<file path="src/sar_adc_map.vh">
/*
  Constants for the SAR converter control block: code values, widths,
  timing figures and derived cycle counts.
  Assumes a 100 MHz system clock and inclusion by its bare name.
*/
`ifndef SAR_ADC_MAP_VH
`define SAR_ADC_MAP_VH

`define RES_BITS 16
`define BYTE_BITS 8
`define MSB_IDX 4'hF
`define CODE_ZERO 16'h0000
`define CODE_MINUS_ONE 16'hFFFF
`define CODE_POS_MAX 16'h7FFF
`define CODE_NEG_MAX 16'h8000
`define CLK_PERIOD_NS 10
`define CONV_CLK_NS 140
`define CONV_DIV_CYCLES ((`CONV_CLK_NS + `CLK_PERIOD_NS - 1) / `CLK_PERIOD_NS)
`define DIV_ZERO 4'h0
`define DIV_LAST 4'hD
`define LSB_IDX 4'h0
`define PIN_SEL 0
`define PIN_RC 1
`define PIN_SWAP 2
`define PIN_COUNT 3
`define PIN_IDLE 3'h3

`endif

</file>
<file path="src/conv_clock_div.v">
/*
  Divider that makes the one-cycle conversion clock enable.
  Assumes the system clock and synchronous active-low reset; runs only while enabled.
*/
`timescale 1ns/1ns
`default_nettype none
`include "sar_adc_map.vh"
module conv_clock_div (
  // Clock and reset.
  input wire clk,
  input wire nrst,
  // Control.
  input wire run,
  output reg tick
);
  reg [3:0] count;

  always @(posedge clk)
  begin
    if (!nrst || !run)
    begin
      count <= `DIV_ZERO;
      tick <= 1'b0;
    end
    else if (count == `DIV_LAST)
    begin
      count <= `DIV_ZERO;
      tick <= 1'b1;
    end
    else
    begin
      count <= count + 4'h1;
      tick <= 1'b0;
    end
  end
endmodule
`default_nettype wire

</file>
<file path="src/sar_output_drive.v">
/*
  Output driver for the parallel result bus, with byte swap and three-state enable.
  Assumes the latched result and a read-enable level from the controller.
*/
`timescale 1ns/1ns
`default_nettype none
`include "sar_adc_map.vh"
module sar_output_drive (
  // Clock and reset.
  input wire clk,
  input wire nrst,
  // Result and controls.
  input wire [15:0] result,
  input wire swap,
  input wire drive,
  // Bus pins.
  output reg [15:0] result_bus,
  output reg [15:0] result_bus_oe
);
  always @(posedge clk)
  begin
    if (!nrst)
    begin
      result_bus <= `CODE_ZERO;
      result_bus_oe <= `CODE_ZERO;
    end
    else
    begin
      if (swap)
        result_bus <= {result[`BYTE_BITS-1:0], result[`RES_BITS-1:`BYTE_BITS]};
      else
        result_bus <= result;
      result_bus_oe <= {`RES_BITS{drive}};
    end
  end
endmodule
`default_nettype wire

</file>
<file path="src/sar_adc_control.v">
/*
  Control of a 16-bit successive-approximation converter: start detection from the
  combined select and read/convert strobes, bit sequencing, result latching, status
  output and parallel bus drive.
  Assumes asynchronous strobe pins, a comparator input from the analog side (high
  means the trial code is at or below the held input), and a host that keeps its timing.
*/
`timescale 1ns/1ns
`default_nettype none
`include "sar_adc_map.vh"
module sar_adc_control (
  // Clock and reset.
  input wire clk,
  input wire nrst,
  // Host strobes, active low select.
  input wire select_n,
  input wire read_convert,
  input wire byte_swap,
  // Analog side.
  input wire comp_above,
  output reg hold,
  output reg [15:0] trial_code,
  // Status and bus.
  output reg busy_n,
  output wire [15:0] result_bus,
  output wire [15:0] result_bus_oe
);
  // Controller states.
  localparam IDLE = 2'b00;
  localparam CONVERT = 2'b01;
  localparam LOAD = 2'b10;
  localparam DONE = 2'b11;
  // Constant words: synchroniser idle levels and the first trial word.
  localparam [`PIN_COUNT-1:0] PIN_RESET = `PIN_IDLE;
  localparam [15:0] START_WORD = `CODE_NEG_MAX;

  // State and sequencing.
  reg [1:0] state;
  reg [1:0] next_state;
  reg [3:0] bit_idx;
  reg [3:0] next_bit_idx;
  // Pin synchronisers and the delayed copy used for edge detection.
  wire [`PIN_COUNT-1:0] pin_raw;
  reg [`PIN_COUNT-1:0] pin_m;
  reg [`PIN_COUNT-1:0] pin_s;
  reg [`PIN_COUNT-1:0] pin_d;
  wire sel_s;
  wire rc_s;
  wire swap_s;
  wire sel_d;
  wire rc_d;
  // Approximation word and output latches.
  reg [15:0] sar;
  reg [15:0] out_latch;
  wire [15:0] twos_word;
  // Control strobes and sequencing flags.
  reg drive;
  wire strobe_n;
  wire strobe_d_n;
  wire start_edge;
  wire tick;
  wire last_bit;
  wire running;
  wire load_now;

  // True when the slice at position pos is the one addressed by idx.
  function is_bit;
    input [4:0] idx;
    input [4:0] pos;
    begin
      is_bit = (idx == pos);
    end
  endfunction

  // Offset binary to two's complement: invert the sign bit, so midscale reads
  // zero, just below reads FFFF and the top of the range reads 7FFF.
  function [15:0] to_twos;
    input [15:0] word;
    begin
      to_twos = {~word[`RES_BITS-1], word[`RES_BITS-2:0]};
    end
  endfunction

  // The combined strobe is low only while both inputs sit at their active low level.
  function strobe_level;
    input sel_level;
    input rc_level;
    begin
      strobe_level = sel_level | rc_level;
    end
  endfunction

  assign pin_raw[`PIN_SEL] = select_n;
  assign pin_raw[`PIN_RC] = read_convert;
  assign pin_raw[`PIN_SWAP] = byte_swap;

  // Every pin passes two flip-flops before logic reads it; the third stage only
  // feeds the edge detector and resets to the idle level, so no false edge follows reset.
  genvar pi;
  generate
    for (pi = 0; pi < `PIN_COUNT; pi = pi + 1)
    begin : g_sync
      always @(posedge clk)
      begin
        if (!nrst)
        begin
          pin_m[pi] <= PIN_RESET[pi];
          pin_s[pi] <= PIN_RESET[pi];
          pin_d[pi] <= PIN_RESET[pi];
        end
        else
        begin
          pin_m[pi] <= pin_raw[pi];
          pin_s[pi] <= pin_m[pi];
          pin_d[pi] <= pin_s[pi];
        end
      end
    end
  endgenerate

  assign sel_s = pin_s[`PIN_SEL];
  assign rc_s = pin_s[`PIN_RC];
  assign swap_s = pin_s[`PIN_SWAP];
  assign sel_d = pin_d[`PIN_SEL];
  assign rc_d = pin_d[`PIN_RC];
  assign strobe_n = strobe_level(sel_s, rc_s);
  assign strobe_d_n = strobe_level(sel_d, rc_d);
  // A falling combined strobe covers both a read/convert fall under a low select and a
  // select fall under a low read/convert.
  assign start_edge = strobe_d_n & ~strobe_n;
  assign running = (state == CONVERT);
  assign last_bit = (bit_idx == `LSB_IDX);
  assign load_now = (state == LOAD);
  assign twos_word = to_twos(sar);

  // The divider only counts while converting, so every conversion starts on a full period.
  conv_clock_div u_div (
    .clk(clk),
    .nrst(nrst),
    .run(running),
    .tick(tick)
  );

  // Start edges are only looked at in IDLE; one arriving in CONVERT, LOAD or DONE is
  // dropped, so the host must keep a strobe high while the status rises.
  always @*
  begin
    next_state = state;
    case (state)
      IDLE:
      begin
        if (start_edge)
          next_state = CONVERT;
      end
      CONVERT:
      begin
        if (tick && last_bit)
          next_state = LOAD;
      end
      LOAD:
      begin
        next_state = DONE;
      end
      DONE:
      begin
        next_state = IDLE;
      end
      default:
      begin
        next_state = IDLE;
      end
    endcase
  end

  // The index starts at the MSB on every start and steps down once per conversion tick until it reaches the LSB.
  always @*
  begin
    next_bit_idx = bit_idx;
    case (state)
      IDLE:
      begin
        if (start_edge)
          next_bit_idx = `MSB_IDX;
      end
      CONVERT:
      begin
        if (tick && !last_bit)
          next_bit_idx = bit_idx - 4'h1;
      end
      default:
      begin
        next_bit_idx = bit_idx;
      end
    endcase
  end

  // Sequencing registers.
  always @(posedge clk)
  begin
    if (!nrst)
    begin
      state <= IDLE;
      bit_idx <= `MSB_IDX;
    end
    else
    begin
      state <= next_state;
      bit_idx <= next_bit_idx;
    end
  end

  // The sample-and-hold is held from the start edge until the word is latched.
  always @(posedge clk)
  begin
    if (!nrst)
      hold <= 1'b0;
    else
    begin
      case (state)
        IDLE:
        begin
          if (start_edge)
            hold <= 1'b1;
        end
        LOAD:
        begin
          hold <= 1'b0;
        end
        DONE:
        begin
          hold <= 1'b0;
        end
        default:
        begin
          hold <= hold;
        end
      endcase
    end
  end

  // Status falls with the start edge and rises one cycle after the latch takes the word.
  always @(posedge clk)
  begin
    if (!nrst)
      busy_n <= 1'b1;
    else
    begin
      case (state)
        IDLE:
        begin
          if (start_edge)
            busy_n <= 1'b0;
        end
        DONE:
        begin
          busy_n <= 1'b1;
        end
        default:
        begin
          busy_n <= busy_n;
        end
      endcase
    end
  end

  // The whole approximation word goes to the output latches in one step.
  always @(posedge clk)
  begin
    if (!nrst)
    begin
      out_latch <= `CODE_ZERO;
    end
    else if (load_now)
    begin
      out_latch <= twos_word;
    end
  end

  // One slice per result bit: cleared at the start, then decided when the index
  // reaches it, with the next lower trial bit raised in the same tick.
  genvar gi;
  generate
    for (gi = 0; gi < `RES_BITS; gi = gi + 1)
    begin : g_slice
      localparam [4:0] POS = gi;
      localparam [4:0] POS_UP = gi + 1;
      always @(posedge clk)
      begin
        if (!nrst)
        begin
          sar[gi] <= 1'b0;
          trial_code[gi] <= 1'b0;
        end
        else if (state == IDLE && start_edge)
        begin
          sar[gi] <= 1'b0;
          trial_code[gi] <= START_WORD[gi];
        end
        else if (running && tick)
        begin
          if (is_bit({1'b0, bit_idx}, POS))
          begin
            sar[gi] <= comp_above;
            trial_code[gi] <= comp_above;
          end
          else if (is_bit({1'b0, bit_idx}, POS_UP))
            trial_code[gi] <= 1'b1;
        end
      end
    end
  endgenerate

  // Drivers follow the strobe levels at all times, so a read while converting
  // shows the previous result.
  always @(posedge clk)
  begin
    if (!nrst)
    begin
      drive <= 1'b0;
    end
    else
    begin
      drive <= ~sel_s & rc_s;
    end
  end

  // Byte swap and three-state enable sit in the output stage.
  sar_output_drive u_out (
    .clk(clk),
    .nrst(nrst),
    .result(out_latch),
    .swap(swap_s),
    .drive(drive),
    .result_bus(result_bus),
    .result_bus_oe(result_bus_oe)
  );
endmodule
`default_nettype wire

</file>
<file path="config.mk">
export PLATFORM = sky130hd
export DESIGN_NAME = sar_adc_control
export DESIGN_NICKNAME = d
export VERILOG_FILES = /design/src/conv_clock_div.v /design/src/sar_output_drive.v /design/src/sar_adc_control.v
export VERILOG_INCLUDE_DIRS = /design/src
export SDC_FILE = /design/constraint.sdc
export NUM_CORES = 1
export LEC_CHECK = 0
export ABC_AREA = 1
export BUFFER_PORTS_ARGS = -buffer_cell sky130_fd_sc_hd__buf_2
export CAP_MARGIN = 20
export CORE_UTILIZATION = 50
export CTS_CLUSTER_SIZE = 20
export DETAILED_ROUTE_END_ITERATION = 10
export GPL_ROUTABILITY_DRIVEN = 0
export PLACE_DENSITY = 0.83
export SLEW_MARGIN = 20
export SYNTH_ARGS = -nofsm -noshare
export SYNTH_HDL_FRONTEND = slang
export SYNTH_SLANG_ARGS = --single-unit
</file>
<file path="constraint.sdc">
create_clock -name clk -period 1.4 [get_ports clk]
set_input_delay 0.14 -clock clk [delete_from_list [all_inputs] [get_ports clk]]
set_output_delay 0.14 -clock clk [all_outputs]
set_load 0.1 [all_outputs]
</file>
---- Word level (Yosys, flattened, before mapping) ----
Index checks and enable logic that the tools add are counted.
cells by class
  add/subtract/negate cells ............... 2
  equal/unequal tests ..................... 22
  muxes and demuxes ....................... 45
  bitwise gates (word level) .............. 8
  reductions and logical operators ........ 69
operator list
  operator                                                                 count
  2-bit AND reduction                                                      35
  2-bit nonzero test                                                       20
  4-bit equality test, second input constant                               9
  1-bit two-way mux                                                        36
  4-bit by 3-bit equality test with 1-bit output, second input constant    4
  16-bit two-way mux                                                       1
  4-bit by 2-bit equality test with 1-bit output, second input constant    2
  4-bit two-way mux                                                        2
  2-bit one-hot mux with 4 select lines                                    1
  4-bit one-hot mux with 2 select lines                                    1
  2-bit OR reduction                                                       3
  4-bit by 1-bit adder with 4-bit output, second input constant            1
  2-bit equality test, second input constant                               2
  4-bit by 1-bit equality test with 1-bit output, second input constant    1
  1-bit logical AND                                                        4
  4-bit zero test                                                          1
  2-bit two-way mux                                                        2
  2-bit by 1-bit inequality test with 1-bit output, second input constant  2
  1-bit NOT                                                                4
  1-bit one-hot mux with 2 select lines                                    2
  4-bit by 1-bit subtractor with 4-bit output, second input constant       1
  1-bit zero test                                                          3
  3-bit AND reduction                                                      1
  1-bit bitwise AND                                                        2
  other kinds (5)                                                          6
storage, ports and cells
  register bits after elaboration ......... 87
  input bits .............................. 6
  output and inout bits ................... 50
  logic and storage cells ................. 196

---- Depth between registers and ports, before layout ----
Gate-level depths: netlist of the first run.
  depth after elaboration ................. 6
  mapped depth ............................ 11

---- Cells and area by module ----
From an unflattened synthesis of the first run, not the netlist that was laid out.
second synthesis, totals
  cells, all modules ...................... 481
  area total of the unflattened synthesis .. 3658.5 um^2
modules (own cells, without submodules)
  module            instances  cells each  area an instance (um^2)  seq. area each (um^2)
  sar_adc_control   1          340         2647.5                   1301.2
  sar_output_drive  1          119         810.8                    340.3
  conv_clock_div    1          22          200.2                    100.1

---- Worst setup path after synthesis of the first run ----
OpenSTA, ideal clock, no wires.
  path type ............................... register to output
  start ................................... register u_out.result_bus_oe[0] (netlist name)
  end ..................................... output port result_bus_oe[10]
  arrival time ............................ 1.608 ns
  path slack .............................. -0.348 ns
  stages on the path, launching flop included .. 2
  buffers on the path ..................... 1
  path through ............................ dfxtp_1 -> buf_4
RTL lines
  element           RTL line              text
  end: declaration  sar_adc_control.v:26  output wire [15:0] result_bus_oe
No word-level cell between the ends.

---- Final worst setup path of the first run ----
  start ................................... register u_out.result_bus_oe[0] (netlist name)
  end ..................................... output port result_bus_oe[7]
No word-level cell between the ends.

==> results of run 1 <==
## final timing paths
check | start | end | slack [ns] | cells after the start
min | nrst | rc_d | 0.08 | 2
max | u_out.result_bus_oe[0] | result_bus_oe[7] | 0.01 | 1
min reg2reg | pin_m[2] | swap_s | 0.41 | 2
max reg2reg | state[1] | trial_code[10] | 0.05 | 9
## cells by family (layout without fill, tap and decap cells)
family                     Yosys count  after routing
xor gates and xnor gates             1              1
AOI/OAI and AO/OA                   54             54
DFF                                 87             87
and+or+nand+nor                    230            230
adders and majority gates           12             12
buffers and inverters               63            119
## per-layer routing
metal	up-vias	GRT usage	wire length [um]
li1	1494	-	-
met1	1295	0.235	3050
met2	60	0.345	3580
met3	16	0.0564	236
met4	0	0.0817	162
met5	-	0	0
## flip-flops by register name, summed over array words and instances, names as in the netlist
name / count
out_latch: 16
sar: 16
trial_code: 16
u_out.result_bus: 16
bit_idx: 4
u_div.count: 4
pin_m: 3
state: 2
busy_n: 1
drive: 1
hold: 1
rc_d: 1
rc_s: 1
sel_d: 1
sel_s: 1
swap_s: 1
u_div.tick: 1
u_out.result_bus_oe: 1
## through the flow
step / instance area [um^2] / TNS [ns] / total power [mW] / utilization / hold slack, ns
after floorplan: 3450 / 0 / 4.48 / - / 0.238
after global placement: 3740 / 0 / 4.82 / 0.575 / 0.325
after detailed placement: 3740 / -0.151 / 4.87 / 0.575 / 0.328
after CTS: 3950 / 0 / 6.37 / 0.607 / 0.0721
after global routing: 4070 / -0.798 / 6.91 / 0.626 / 0.0814
final: 4070 / 0 / 6.54 / 0.626 / 0.0783
## layout by cell type (no fill, tap or decap), drive strengths merged
cell         instances
nor2               128
nand3               22
o21ai               44
ha                  12
nand4                1
clkinv               2
a31oi                1
nor3                10
dlygate4sd3          3
inv                 35
nand2               61
a21oi                9
nor2b                1
dfxtp               87
buf                 66
or2                  7
clkinvlp             2
clkbuf              11
xnor2                1
## power breakdown
| group | total (mW) | internal (mW) | switching (mW) |
|---|---|---|---|
| sequential | 2.98 | 2.77 | 0.210 |
| combinational | 2.11 | 0.598 | 1.52 |
| clock | 1.45 | 0.619 | 0.832 |
| total | 6.54 | 3.99 | 2.56 |
## cell type report
type / count / area share
repair buffers: 70 / 0.0978
flip-flops and latches: 87 / 0.432
inverters: 35 / 0.0354
clock inverters: 4 / 0.00615
multi-input cells: 297 / 0.373
clock buffers: 10 / 0.0314
well taps: 77 / 0.0237
## timing repair
item,4_1_cts,5_1_grt
hold buffers,3,0
pin swaps,0,1
resized for setup,7,39
hold endpoints to repair,3,0
endpoints found under the setup margin,14,60
buffers inserted,1,0
==> impl_table.tex, run 1 <==
\begin{tabular}{lr}
\hline
Metric & Value \\
\hline
\multicolumn{2}{l}{\textbf{CTS}} \\
\quad Source-to-sink clock delay at the later pin of the worst-skew pair & between 0.3 and 0.4 ns \\
\quad TritonCTS clock tree & yes \\
\quad Clock transition time at the flip-flop clock pins of the worst setup and hold paths & 0.08 ns \\
\quad Number of buffers between clock root and the deepest sink & 2 \\
\quad Root buffer selected by CTS & sky130\_fd\_sc\_hd\_\_clkbuf\_8 \\
\quad H-Tree Level Count & 3 \\
\quad Sink count of the clock tree & 87 \\
\quad TritonCTS Buffers & 9 \\
\multicolumn{2}{l}{\textbf{Pwr}} \\
\quad Peak supply drop & 0.753 mV \\
\quad Standby leakage power & 2.02 nW \\
\quad Areal power density over the cells & $\sim$1600 mW/mm\^{}2 \\
\multicolumn{2}{l}{\textbf{Synthesis}} \\
\quad Number of instances in the synthesized netlist & 447 \\
\quad Largest family of logic cells by synthesized area & simple AND/OR/NAND/NOR gates \\
\quad Xor and xnor fraction of the mapped netlist area & 0.00254 \\
\quad Share of synthesized cell area in and, or, nand and nor gates & 0.282 \\
\quad Mapped cell area & 0.00345 mm\^{}2 \\
\quad Mux cell area share after synthesis & 0 \\
\quad Count of synthesis-stage warnings from yosys & 0 \\
\quad Sequential-to-total area share from yosys stat & 0.505 \\
\quad Share of the synthesized area in compound gates (AO/OA/AOI/OAI) & 0.0787 \\
\quad Post-synthesis register bit count & just under 90 \\
\quad Number of synthesized flops with an enable pin & 0 \\
\quad Synthesized-area fraction occupied by adder cells & 0.0435 \\
\quad Share of flip-flops with an asynchronous set or reset after synthesis & 0 \\
\quad Net count of the mapped netlist & 465 \\
\quad Top cell type's share of synthesized area & 0.505 \\
\quad Top area cells in the synthesized netlist & sky130\_fd\_sc\_hd\_\_dfxtp\_1 50\%, sky130\_fd\_sc\_hd\_\_nor2\_1 13\%, sky130\_fd\_sc\_hd\_\_nand2\_1 5.9\% \\
\quad Leading cell types by count after synthesis & 122 x sky130\_fd\_sc\_hd\_\_nor2\_1, 87 x sky130\_fd\_sc\_hd\_\_dfxtp\_1, 54 x sky130\_fd\_sc\_hd\_\_nand2\_1, 40 x sky130\_fd\_sc\_hd\_\_o21ai\_0, 29 x sky130\_fd\_sc\_hd\_\_inv\_1 \\
\quad Count of different cell masters after synthesis & 26 \\
\quad Dominant register cell in the synthesized netlist & sky130\_fd\_sc\_hd\_\_dfxtp\_1 \\
\quad Top-count cell post-synth & sky130\_fd\_sc\_hd\_\_nor2\_1 \\
\quad Avg Synthesized Cell Area & just under 8 um\^{}2 \\
\quad Biggest area consumer among synthesized cells & sky130\_fd\_sc\_hd\_\_dfxtp\_1 \\
\multicolumn{2}{l}{\textbf{Detailed routing}} \\
\quad Antenna viol nets, final & 0 \\
\quad Drt wl/cell & 12.1 um \\
\quad DRC marker count from the first detailed-route iteration & 170 \\
\quad DRT Wirelength & about 7000 um \\
\quad Vias after detailed routing & 2,865 \\
\quad Count of unresolved DRC violations after routing & 0 \\
\quad DRT Pass-1 Iters & 4 \\
\quad Via/cell ratio & roughly 4.9 \\
\multicolumn{2}{l}{\textbf{GRT}} \\
\quad Gr ovfl total & 0 \\
\quad Number of global-route vias before repair & 2,597 \\
\quad Largest net degree at the start of global routing & 36 \\
\quad Antenna violations before repair & 0 \\
\quad Wire length of the first global-routing pass & $\sim$11,000 um \\
\quad Global router's overall resource usage & 0.200 \\
\multicolumn{2}{l}{\textbf{Worst setup path}} \\
\quad Crit-path max FO & 16 \\
\quad Library cell contributing the largest single delay on the critical path & sky130\_fd\_sc\_hd\_\_buf\_2 \\
\quad Number of buffer and inverter stages on the critical path & 1 \\
\quad Sort of element at the end of the critical path & output pin \\
\quad Crit path arrival time & between 1 and 1.5 ns \\
\quad Crit path max-delay family & buffers and inverters \\
\quad Worst-path cell chain & buf\_2 \\
\quad Crit Path Category & reg2out \\
\quad Required time of the worst setup path & between 1 and 1.5 ns \\
\quad Maximum cell stage delay along the critical path & around 0.46 ns \\
\quad Nature of the critical path startpoint & flip-flop \\
\multicolumn{2}{l}{\textbf{Die}} \\
\quad Initial core utilization & 0.531 \\
\quad Die width & 85.1 um \\
\quad Die Outline Area & slightly above 0.007 mm\^{}2 \\
\quad Top-Level Pins & 56 \\
\quad Std-Cell Rows & 29 \\
\quad Chip Height & 85.1 um \\
\quad Core box area & 0.00649 mm\^{}2 \\
\multicolumn{2}{l}{\textbf{STA}} \\
\quad Final period utilization & 0.990 \\
\quad Max-Slew Margin vs Limit & 0.675 \\
\quad Worst path setup slack after routing & roughly 0.015 ns \\
\quad Max Fclk & between 0.7 and 0.8 GHz \\
\quad Setup repair after global routing missed its margin & true \\
\quad Minimum clock period after layout & 1.39 ns \\
\quad Final slew viol count & 0 \\
\quad Number of failing hold endpoints at the final stage & 0 \\
\quad Endpoints failing setup & 0 \\
\quad Worst Max-Slew Pin Slew & 0.492 ns \\
\quad Worst setup skew after layout & 0.00457 ns \\
\multicolumn{2}{l}{\textbf{Min path}} \\
\quad Class of the most critical hold timing path & in2reg \\
\multicolumn{2}{l}{\textbf{Placed design}} \\
\quad Number of placed instances, taps included & 562 \\
\quad Placed wire-length estimate & 4860 um \\
\quad Number of buffer cells added on primary ports & 55 \\
\quad Worst slack at placement & -0.0304 ns \\
\multicolumn{2}{l}{\textbf{Run status}} \\
\quad Run status & finished, final reports clean \\
\multicolumn{2}{l}{\textbf{Final layout}} \\
\quad Post-Layout Cell Count & 580 \\
\quad Number of antenna repair diodes & 0 \\
\quad Number of filler instances in the final layout & 550 \\
\quad Layout cell share with drive strength beyond 1 & 0.262 \\
\quad Area taken by multi-input logic gates & about 0.0015 mm\^{}2 \\
\quad Area delta synth->final & 17.8\% \\
\quad Number of nets in the finished design & 518 \\
\quad Sequential Area & $\sim$0.0018 mm\^{}2 \\
\multicolumn{2}{l}{\textbf{Job}} \\
\quad Maxcap violations & 0 \\
\hline
\end{tabular}
Note: power is estimated with default switching activity, not from simulation.
==> run 2: changes to the inputs <==
Settings changed: REMOVE_ABC_BUFFERS from default to 1.
==> impl_table.tex, run 2 (same netlist as run 1, synthesis figures left out) <==
\begin{tabular}{lr}
\hline
Metric & Value \\
\hline
\multicolumn{2}{l}{\textbf{Worst setup path}} \\
\quad Crit-path max FO & 6 (-10) \\
\quad Critical R2R Launch & state[1] \\
\quad Number of cells on the worst reg-to-reg path & 9 (unchanged) \\
\quad Required time of the worst setup path & 1.66 ns (+0.40 ns) \\
\quad Crit Path Category & reg2reg \\
\quad Flop-to-flop setup slack & 0.03 ns (-0.02 ns) \\
\quad Sort of element at the end of the critical path & flip-flop \\
\quad Maximum cell stage delay along the critical path & 0.33 ns (-0.13 ns) \\
\quad Nature of the critical path startpoint & flip-flop \\
\quad Number of buffer and inverter stages on the critical path & 1 (unchanged) \\
\quad Terminus of the critical flop-to-flop path & trial\_code[0] \\
\quad Library cell contributing the largest single delay on the critical path & sky130\_fd\_sc\_hd\_\_dfxtp\_1 \\
\quad Cell mode on critical path & sky130\_fd\_sc\_hd\_\_nand2\_1 \\
\quad Crit path arrival time & 1.63 ns (+0.38 ns) \\
\quad Crit path max-delay family & simple AND/OR/NAND/NOR gates \\
\quad Critical path origin & state[1] \\
\quad Worst-path cell chain & inv\_2 -> ha\_4 -> nand2\_8 -> nor2\_4 -> nand2\_1 -> o21ai\_2 -> nand2\_1 -> nand2\_1 -> nor2\_1 \\
\multicolumn{2}{l}{\textbf{Detailed routing}} \\
\quad DRC marker count from the first detailed-route iteration & 177 (+4.1\%) \\
\quad Antenna viol nets, final & 0 (unchanged) \\
\quad DRT Pass-1 Iters & 4 (unchanged) \\
\quad Vias after detailed routing & 2,971 (+3.7\%) \\
\quad DRT Wirelength & 7580 um (+7.9\%) \\
\quad Count of unresolved DRC violations after routing & 0 (unchanged) \\
\quad Via/cell ratio & 5.08 (+2.8\%) \\
\quad Drt wl/cell & 13.0 um (+6.9\%) \\
\multicolumn{2}{l}{\textbf{GRT}} \\
\quad Largest net degree at the start of global routing & 45 (+25\%) \\
\quad Gr ovfl total & 0 (unchanged) \\
\quad Antenna violations before repair & 0 (unchanged) \\
\quad Number of global-route vias before repair & 2,718 (+4.7\%) \\
\quad Wire length of the first global-routing pass & 12,200 um (+6.1\%) \\
\quad Global router's overall resource usage & 0.214 (+0.0138) \\
\multicolumn{2}{l}{\textbf{Pwr}} \\
\quad Areal power density over the cells & 1540 mW/mm\^{}2 (-4.1\%) \\
\quad Peak supply drop & 0.824 mV (+9.4\%) \\
\quad Standby leakage power & 2.10 nW (+3.8\%) \\
\quad Final Total Pwr & 6.78 mW (+3.6\%) \\
\multicolumn{2}{l}{\textbf{STA}} \\
\quad Worst hold slack across all endpoints & 0.141 ns (+0.0624 ns) \\
\quad Final period utilization & 0.978 (-0.0120) \\
\quad Minimum clock period after layout & 1.37 ns (-0.0168 ns) \\
\quad Worst setup skew after layout & 0.00620 ns (+0.00163 ns) \\
\quad Worst path setup slack after routing & 0.0314 ns (+0.0168 ns) \\
\quad Worst Max-Slew Pin Slew & 0.511 ns (+0.0192 ns) \\
\quad Number of failing hold endpoints at the final stage & 0 (unchanged) \\
\quad Final slew viol count & 0 (unchanged) \\
\quad Setup repair after global routing missed its margin & true \\
\quad Final TNS setup & 0 ns (unchanged) \\
\quad Endpoints failing setup & 0 (unchanged) \\
\quad Max-Slew Margin vs Limit & 0.662 (-0.0127) \\
\quad Max Fclk & 0.731 GHz (+1.2\%) \\
\multicolumn{2}{l}{\textbf{Die}} \\
\quad Die Outline Area & 0.00724 mm\^{}2 (unchanged) \\
\quad Core box area & 0.00649 mm\^{}2 (unchanged) \\
\quad Chip Height & 85.1 um (unchanged) \\
\quad Top-Level Pins & 56 (unchanged) \\
\quad Initial core utilization & 0.531 (unchanged) \\
\quad Std-Cell Rows & 29 (unchanged) \\
\quad Die width & 85.1 um (unchanged) \\
\multicolumn{2}{l}{\textbf{Min path}} \\
\quad Number of stages on the worst hold path & 3 (+1) \\
\quad Worst hold start & nrst \\
\quad Hold-critical path endpoint & trial\_code[15] \\
\quad Class of the most critical hold timing path & in2reg \\
\multicolumn{2}{l}{\textbf{CTS}} \\
\quad Clock transition time at the flip-flop clock pins of the worst setup and hold paths & 0.09 ns (about the same) \\
\quad Source-to-sink clock delay at the later pin of the worst-skew pair & 0.37 ns (+0.02 ns) \\
\quad Sink count of the clock tree & 87 (unchanged) \\
\quad Number of buffers between clock root and the deepest sink & 2 (unchanged) \\
\quad TritonCTS Buffers & 9 (unchanged) \\
\quad Root buffer selected by CTS & sky130\_fd\_sc\_hd\_\_clkbuf\_8 \\
\quad H-Tree Level Count & 3 (unchanged) \\
\quad TritonCTS clock tree & yes \\
\multicolumn{2}{l}{\textbf{Final layout}} \\
\quad Post-Layout Cell Count & 585 (+0.86\%) \\
\quad Area delta synth->final & 27.2\% \\
\quad Final cell utilization of the core & 0.676 (+0.0501) \\
\quad Commonest cells after routing, fill and taps aside & 120 x sky130\_fd\_sc\_hd\_\_nor2\_1, 82 x sky130\_fd\_sc\_hd\_\_dfxtp\_1, 50 x sky130\_fd\_sc\_hd\_\_nand2\_1 \\
\quad Final design area excluding fillers & 0.00439 mm\^{}2 (+8.0\%) \\
\quad Most common library cell in the layout ignoring fill and taps & sky130\_fd\_sc\_hd\_\_nor2\_1 \\
\quad Number of nets in the finished design & 521 (+0.58\%) \\
\quad Number of antenna repair diodes & 0 (unchanged) \\
\quad Number of filler instances in the final layout & 479 (-13\%) \\
\quad Layout cell share with drive strength beyond 1 & 0.270 (+0.00726) \\
\multicolumn{2}{l}{\textbf{Run status}} \\
\quad Run status & finished, final reports clean \\
\multicolumn{2}{l}{\textbf{Placed design}} \\
\quad Number of buffer cells added on primary ports & 55 (unchanged) \\
\quad Post-place instance area & 0.00402 mm\^{}2 (+7.6\%) \\
\quad Number of placed instances, taps included & 565 (+0.53\%) \\
\quad Placed wire-length estimate & 5170 um (+6.4\%) \\
\quad Worst slack at placement & -0.0501 ns (-0.0197 ns) \\
\multicolumn{2}{l}{\textbf{Job}} \\
\quad Maxcap violations & 0 (unchanged) \\
\hline
\end{tabular}
## run 2: cell count changes in the layout (fill, tap and decap cells not counted), sizes merged
cell | previous run | this run
buf | 66 | 70
clkinv | 2 | 1
inv | 35 | 37
## run 2: how the worst max path moves through the flow
| stage | to | slack, ns | cells past startpoint |
|---|---|---|---|
| after floorplan | result_bus_oe[0] | -9.31 | 0 |
| after global placement | trial_code[1] | 0.006 | 7 |
| after detailed placement | trial_code[6] | -0.05 | 9 |
| after CTS | bit_idx[0] | -0.03 | 8 |
| after global routing | trial_code[0] | -0.09 | 9 |
| final | trial_code[0] | 0.03 | 9 |
## run 2: what timing repair did
item                       CTS  global route
buffers inserted             0             1
resized for setup            8            40
setup endpoints to repair   22            36
hold endpoints to repair     3             0
hold buffers                 3             0
pin swaps                    0             3
## run 2: metal layers
layer	share of wire	up-vias	wire length [um]	track usage
met5	0	-	0	0
met4	0.022	0	168	0.0924
met3	0.049	16	369	0.0574
met2	0.50	69	3770	0.368
met1	0.43	1380	3270	0.251
li1	-	1506	-	-
## run 2: worst register-to-register path: stages (launching register included)
cell                      delay [ns]
sky130_fd_sc_hd__dfxtp_1        0.33
sky130_fd_sc_hd__inv_2          0.11
sky130_fd_sc_hd__ha_4           0.19
sky130_fd_sc_hd__nand2_8        0.08
sky130_fd_sc_hd__nor2_4         0.13
sky130_fd_sc_hd__nand2_1        0.13
sky130_fd_sc_hd__o21ai_2        0.09
sky130_fd_sc_hd__nand2_1        0.07
sky130_fd_sc_hd__nand2_1        0.07
sky130_fd_sc_hd__nor2_1         0.05
## run 2: final cells by class
cell class / count / area [um^2] / area share
repair buffers: 73 / 687 / 0.156
clock buffers: 11 / 141 / 0.0322
well taps: 77 / 96.3 / 0.0219
inverters: 35 / 144 / 0.0328
flip-flops and latches: 87 / 1750 / 0.399
multi-input cells: 297 / 1530 / 0.349
clock inverters: 5 / 41.3 / 0.00940
## run 2: report_power, final
| part | internal [mW] | switching [mW] | total, mW |
|---|---|---|---|
| Combinational | 0.633 | 1.54 | 2.17 |
| Sequential | 2.76 | 0.200 | 2.96 |
| Clock | 0.709 | 0.929 | 1.64 |
